**src/ddsl_defs.svh**
```systemverilog
/*
 * Timing counts, word layout and address codes for the dual converter
 * serial load path. Assumes inclusion by bare name, once per unit.
 */
`ifndef DDSL_DEFS_SVH
`define DDSL_DEFS_SVH

// ==========================================================================
// Word layout
// ==========================================================================
`define DDSL_WORD_BITS      14
`define DDSL_CODE_BITS      12
`define DDSL_ADDR_HI_POS    13
`define DDSL_ADDR_LO_POS    12
`define DDSL_CODE_RESET     12'h000
// Link pins at rest, order strobe, select, data, clock: strobe and select high
`define DDSL_PIN_IDLE       4'hc

// ==========================================================================
// Address codes (hi, lo)
// ==========================================================================
`define DDSL_ADDR_CH_A      2'h2
`define DDSL_ADDR_CH_B      2'h3
`define DDSL_ADDR_BOTH      2'h0

// ==========================================================================
// Host timing: link clock half period, derived from the 100 ns clock
// ==========================================================================
`define DDSL_MCLK_NS        100
`define DDSL_HALF_NS        400
`define DDSL_HALF_CYC       ((`DDSL_HALF_NS + `DDSL_MCLK_NS - 1) / `DDSL_MCLK_NS)

`endif

```
**src/ddsl_pkg.sv**
```systemverilog
/*
 * Types shared by both ends of the serial load path.
 * Assumes ddsl_defs.svh sits in the same folder.
 */
`include "ddsl_defs.svh"

package ddsl_pkg;
    // ======================================================================
    // Types
    // ======================================================================
    typedef logic [`DDSL_CODE_BITS-1:0] ddsl_code_t;
    typedef logic [`DDSL_WORD_BITS-1:0] ddsl_word_t;

    typedef enum logic [2:0] {
        DDSL_IDLE   = 3'b000,
        DDSL_SELECT = 3'b001,
        DDSL_LOW    = 3'b010,
        DDSL_HIGH   = 3'b011,
        DDSL_DESEL  = 3'b100,
        DDSL_LOAD   = 3'b101
    } ddsl_state_e;
endpackage : ddsl_pkg

```
**src/ddsl_link_if.sv**
```systemverilog
/*
 * Four-wire serial link between the host end and the converter end.
 * Assumes both ends share nothing else; all wires one-way.
 */
`timescale 1ns/1ps

interface ddsl_link_if;
    logic serial_clk;
    logic serial_data_in;
    logic chip_sel_n;
    logic load_strobe_n;

    modport host (
        output serial_clk,
        output serial_data_in,
        output chip_sel_n,
        output load_strobe_n
    );
    modport dev (
        input  serial_clk,
        input  serial_data_in,
        input  chip_sel_n,
        input  load_strobe_n
    );
endinterface : ddsl_link_if

```
**src/ddsl_host.sv**
```systemverilog
/*
 * Host end: sends one 14-bit word per request, then pulses the load strobe.
 * Assumes a request only while o_busy is low; link clock made by a divider.
 */
`timescale 1ns/1ps
`include "ddsl_defs.svh"

module ddsl_host
    import ddsl_pkg::*;
(
    input  wire logic        i_mclk,
    input  wire logic        i_arst_n,
    input  wire logic        i_req,
    input  wire logic [1:0]  i_addr,
    input  wire ddsl_code_t  i_code,
    output logic             o_busy,
    ddsl_link_if.host        link
);
    // ======================================================================
    // State
    // ======================================================================
    ddsl_state_e state_reg, state_next;
    ddsl_word_t  word_reg;
    logic [3:0]  bit_reg;
    logic [3:0]  div_reg;
    logic        sclk_reg, dout_reg, cs_n_reg, ld_n_reg, busy_reg;

    // Divider tick paces every phase of the link
    wire tick      = (div_reg == 4'(`DDSL_HALF_CYC - 1));
    wire last_bit  = (bit_reg == 4'(`DDSL_WORD_BITS - 1));
    wire take_req  = (state_reg == DDSL_IDLE) && i_req;

    // Next state
    always_comb begin
        state_next = state_reg;
        case (state_reg)
            DDSL_IDLE:   if (i_req) state_next = DDSL_SELECT;
            DDSL_SELECT: if (tick) state_next = DDSL_LOW;
            DDSL_LOW:    if (tick) state_next = DDSL_HIGH;
            DDSL_HIGH:   if (tick) state_next = last_bit ? DDSL_DESEL : DDSL_LOW;
            DDSL_DESEL:  if (tick) state_next = DDSL_LOAD;
            DDSL_LOAD:   if (tick) state_next = DDSL_IDLE;
            default:     state_next = DDSL_IDLE;
        endcase
    end

    // Divider restarts at each phase so each phase lasts exactly one half period
    always_ff @(posedge i_mclk or negedge i_arst_n) begin
        if (!i_arst_n) begin
            div_reg <= 4'h0;
        end else if (state_reg == DDSL_IDLE || tick) begin
            div_reg <= 4'h0;
        end else begin
            div_reg <= div_reg + 4'h1;
        end
    end

    always_ff @(posedge i_mclk or negedge i_arst_n) begin
        if (!i_arst_n) begin
            state_reg <= DDSL_IDLE;
        end else begin
            state_reg <= state_next;
        end
    end

    // Word: address pair first, then code MSB first
    always_ff @(posedge i_mclk or negedge i_arst_n) begin
        if (!i_arst_n) begin
            word_reg <= '0;
            bit_reg  <= 4'h0;
        end else if (take_req) begin
            word_reg <= {i_addr, i_code};
            bit_reg  <= 4'h0;
        end else if (state_reg == DDSL_HIGH && tick) begin
            word_reg <= {word_reg[`DDSL_WORD_BITS-2:0], 1'b0};
            bit_reg  <= bit_reg + 4'h1;
        end
    end

    // Pins: data changes on the falling half so it is stable at the rise.
    // Strobe only after deselect, and high again before the next word
    always_ff @(posedge i_mclk or negedge i_arst_n) begin
        if (!i_arst_n) begin
            sclk_reg <= 1'b0;
            dout_reg <= 1'b0;
            cs_n_reg <= 1'b1;
            ld_n_reg <= 1'b1;
            busy_reg <= 1'b0;
        end else begin
            sclk_reg <= (state_next == DDSL_HIGH);
            dout_reg <= word_reg[`DDSL_WORD_BITS-1];
            cs_n_reg <= !(state_next inside {DDSL_SELECT, DDSL_LOW, DDSL_HIGH});
            ld_n_reg <= (state_next != DDSL_LOAD);
            busy_reg <= (state_next != DDSL_IDLE);
        end
    end

    assign link.serial_clk     = sclk_reg;
    assign link.serial_data_in = dout_reg;
    assign link.chip_sel_n     = cs_n_reg;
    assign link.load_strobe_n  = ld_n_reg;
    assign o_busy              = busy_reg;
endmodule : ddsl_host

```
**src/flat_wrapper.sv**
```systemverilog
// flat-port wrapper written by rule: the top's interface ports become plain ports
module ddsl_host_flat import ddsl_pkg::*;
  (i_mclk, i_arst_n, i_req, i_addr, i_code, o_busy, link_serial_clk, link_serial_data_in, link_chip_sel_n, link_load_strobe_n);
  ddsl_link_if link_i ();
  input  wire logic i_mclk;
  input  wire logic i_arst_n;
  input  wire logic i_req;
  input  wire logic [1:0] i_addr;
  input  wire ddsl_code_t i_code;
  output logic o_busy;
  output wire logic [$bits(link_i.serial_clk)-1:0] link_serial_clk;
  output wire logic [$bits(link_i.serial_data_in)-1:0] link_serial_data_in;
  output wire logic [$bits(link_i.chip_sel_n)-1:0] link_chip_sel_n;
  output wire logic [$bits(link_i.load_strobe_n)-1:0] link_load_strobe_n;
  assign link_serial_clk = link_i.serial_clk;
  assign link_serial_data_in = link_i.serial_data_in;
  assign link_chip_sel_n = link_i.chip_sel_n;
  assign link_load_strobe_n = link_i.load_strobe_n;
  ddsl_host u_core (.i_mclk(i_mclk), .i_arst_n(i_arst_n), .i_req(i_req), .i_addr(i_addr), .i_code(i_code), .o_busy(o_busy), .link(link_i));
endmodule
```
**config.mk**
```make
export PLATFORM = sky130hd
export DESIGN_NAME = ddsl_host_flat
export DESIGN_NICKNAME = d
export VERILOG_FILES = /design/src/ddsl_pkg.sv /design/src/ddsl_link_if.sv /design/src/ddsl_host.sv /design/src/flat_wrapper.sv
export VERILOG_INCLUDE_DIRS = /design/src
export SDC_FILE = /design/constraint.sdc
export NUM_CORES = 1
export LEC_CHECK = 0
export ABC_AREA = 1
export BUFFER_PORTS_ARGS = -buffer_cell sky130_fd_sc_hd__buf_2
export CAP_MARGIN = 5
export CORE_MARGIN = 1
export CORE_UTILIZATION = 62
export CTS_BUF_LIST = sky130_fd_sc_hd__clkbuf_8
export CTS_CLUSTER_SIZE = 12
export DETAILED_ROUTE_END_ITERATION = 8
export PLACE_DENSITY_LB_ADDON = 0.05
export SLEW_MARGIN = 30
export SYNTH_ARGS = -nofsm -noshare
export SYNTH_HDL_FRONTEND = slang
export SYNTH_SLANG_ARGS = --single-unit
```
**constraint.sdc**
```tcl
create_clock -name i_mclk -period 3.9 [get_ports i_mclk]
set_input_delay 0.78 -clock i_mclk [delete_from_list [all_inputs] [get_ports i_mclk]]
set_output_delay 0.78 -clock i_mclk [all_outputs]
set_load 0.1 [all_outputs]
```
==> impl_metrics.env <==
export IMPL_yosys_warnings=0
export IMPL_layout_commonest_cell="nand2_1"
export IMPL_maxCapViolCount=0
export IMPL_dieArea_um2=2540
export IMPL_grt_util_all_layers_pct=24.6
export IMPL_yosys_cell_types_count=27
export IMPL_drtAntennaViolNets=0
export IMPL_ctsHtreeMaxLevel=2
export IMPL_rows=17
export IMPL_hp_class="flip-flop to flip-flop"
export IMPL_cpPeakStageDelay_ps=510
export IMPL_finalSetupViolCount=0
export IMPL_synth_nets=185
export IMPL_drt_total_wl_um=2580
export IMPL_routabilityCongestion=0.735
export IMPL_fin_crit_sh_pct=50.9
export IMPL_via_per_inst=5.08
export IMPL_critPathMaxFanout=1
export IMPL_synth_area_um2=1460
export IMPL_numPortBuffers=21
export IMPL_hold_buffers=0
export IMPL_fmax_ghz=0.504
export IMPL_fin_skew_ps=3.14
export IMPL_ys_ff_latch=30
export IMPL_largest_reg_flops=14
export IMPL_wire_per_inst_um=11.9
export IMPL_tightest_slew_ps=649
export IMPL_hold_viol=0
export IMPL_drt_first_pass_iters=4
export IMPL_maxSlewHeadroom_pct=56.7
export IMPL_path_class="flip-flop to primary output"
export IMPL_post_route_min_period_ps=1980
export IMPL_antennaDiodeCount=0
export IMPL_dp_slack_ps=2210
export IMPL_vias=1107
export IMPL_slew_violations=0
export IMPL_use_met3_pct=5.45
export IMPL_final_cell_mix="31 x nand2_1, 28 x dfrtp_1, 23 x inv_1"
export IMPL_powerDensity_nw_per_um2=768
export IMPL_dp_hpwl_um=1830
export IMPL_avgSynthCellArea_um2=8.82
export IMPL_nets=209
export IMPL_cts_made_buffers=5
export IMPL_whs_ps=382
export IMPL_worst_path_buf_inv=1
export IMPL_slowest_stage="dfstp_2"
export IMPL_start_util_pct=65.8
export IMPL_clk_path_buf_depth=2
export IMPL_initialDrtViolationCount=22
export IMPL_cts_setup_buffers=0
export IMPL_grt_start_max_net_pins=31
export IMPL_overflow=0
export IMPL_rsz0062_at_grt="no"
export IMPL_coreArea_um2=2210
export IMPL_drc=0
export IMPL_layout_drive_gt1_share_pct=26.8
export IMPL_io_pins=22
export IMPL_worst_setup_path_start_kind="flip-flop"
export IMPL_cts_sinks=30
export IMPL_die_w_um=50.4
export IMPL_leakagePower_nw=0.822
export IMPL_layout_setup_ws_ps=1920
export IMPL_met2_usage_pct=43.8
export IMPL_synth_top_area_share_pct=48.2
export IMPL_clk_pin_slew_ps=60
export IMPL_cp_top_family="flip-flops"
export IMPL_busiest_layer="met2"
export IMPL_fillerInstances=180
export IMPL_power_mw=1.27
export IMPL_grt_use_met1_pct=27.2
export IMPL_status="completed"
export IMPL_antenna_found_initial=0
export IMPL_cp_arrival_ps=1200
export IMPL_syn_to_final_growth_pct=13.2
export IMPL_grt_pass1_wl_um=4550
export IMPL_synthCells=165
export IMPL_crit_required_ps=3120
export IMPL_fin_setup_tns_ps=0
export IMPL_ys_seq_area_share_pct=51.8
export IMPL_worst_ir_drop_vdd_uv=512
export IMPL_ys_top_cells_by_area="dfrtp_1 48%, nand2_1 8.0%, inv_1 5.7%, nor2_1 4.4%, dfstp_2 3.6%"
export IMPL_end_kind="primary output"
export IMPL_insertion_delay_ps=280
export IMPL_crit_chain="buf_2"
export IMPL_clockRootBuffer="clkbuf_8"
export IMPL_first_global_vias=1109
export IMPL_cts_resized=0
export IMPL_synth_top_area_cell="dfrtp_1"
export IMPL_cts_tree="yes"
export IMPL_die_h_um=50.4
export IMPL_utilization_pct=74.5
## worst paths after layout
path / startpoint / depth (start not counted) / end / slack [ps]
worst min register to register: u_core.word_reg[13]$_DFFE_PN0P_ / 0 / u_core.link.serial_data_in$_DFF_PN0_ / 380
worst min-delay path: u_core.word_reg[13]$_DFFE_PN0P_ / 0 / u_core.link.serial_data_in$_DFF_PN0_ / 380
min in group asynchronous: i_arst_n / 1 / u_core.word_reg[3]$_DFFE_PN0P_ / 530
worst max-delay path: u_core.link.load_strobe_n$_DFF_PN1_ / 1 / link_load_strobe_n / 1920
max in group asynchronous: i_arst_n / 1 / u_core.o_busy$_DFF_PN0_ / 2950
worst max register to register: u_core.div_reg[0]$_DFF_PN0_ / 7 / u_core.word_reg[1]$_DFFE_PN0P_ / 2220
## report_power, final
| part | leakage [nW] | switching [mW] | total (mW) | internal (mW) |
|---|---|---|---|---|
| logic | 0.403 | 0.348 | 0.498 | 0.150 |
| registers | 0.366 | 0.0800 | 0.517 | 0.437 |
| clock network | 0.0524 | 0.111 | 0.250 | 0.139 |
| total | 0.822 | 0.538 | 1.27 | 0.727 |
## kinds of logic (layout without fill, tap and decap cells)
family / after synthesis / after routing / synth area share, %
buf+inv: 29 / 54 / 9.29
xor+xnor: 3 / 3 / 1.81
flops: 30 / 30 / 51.8
fa+ha+maj: 3 / 3 / 2.58
simple gates: 74 / 74 / 24.1
compound gates: 26 / 26 / 10.5
## synth_stat cells
cell and number:
nor2_2 8, nand2_1 31, a21oi_1 9, o21ai_0 5, o21ai_1 7, nor3_1 1
nor2_1 17, xnor2_1 1, nand3_4 1, or2_2 1, o22ai_1 1, xor2_1 2
buf_2 1, dfrtp_1 28, inv_1 22, nand3_1 10, inv_4 1, o211ai_2 1
dfstp_2 2, nor2_4 2, o21ai_2 1, inv_2 2, o31ai_2 1, nand2_2 3
o211ai_1 1, ha_1 3, buf_6 3
## layer usage
layer	up-vias	part of all wire, %
li1	566	-
met1	516	43
met2	19	52
met3	6	3.3
met4	0	1.9
met5	-	0
## area by class of cell
cell class | instances | area, um^2 | area share (%)
timing repair buffer | 21 | 105 | 6.38
inverter | 25 | 96.3 | 5.85
sequential | 30 | 753 | 45.7
clock buffer | 6 | 82.6 | 5.01
tap | 28 | 35.0 | 2.13
clock inverter | 2 | 8.76 | 0.532
multi-input combinational | 106 | 567 | 34.4
## per-stage QoR
stage,area [um^2],instances
4_1_cts,1650,218
2_1_floorplan,1460,165
5_1_grt,1650,218
3_3_place_gp,1560,210
3_5_place_dp,1560,210
6_report,1650,218
(Power assumes the default switching activity.)
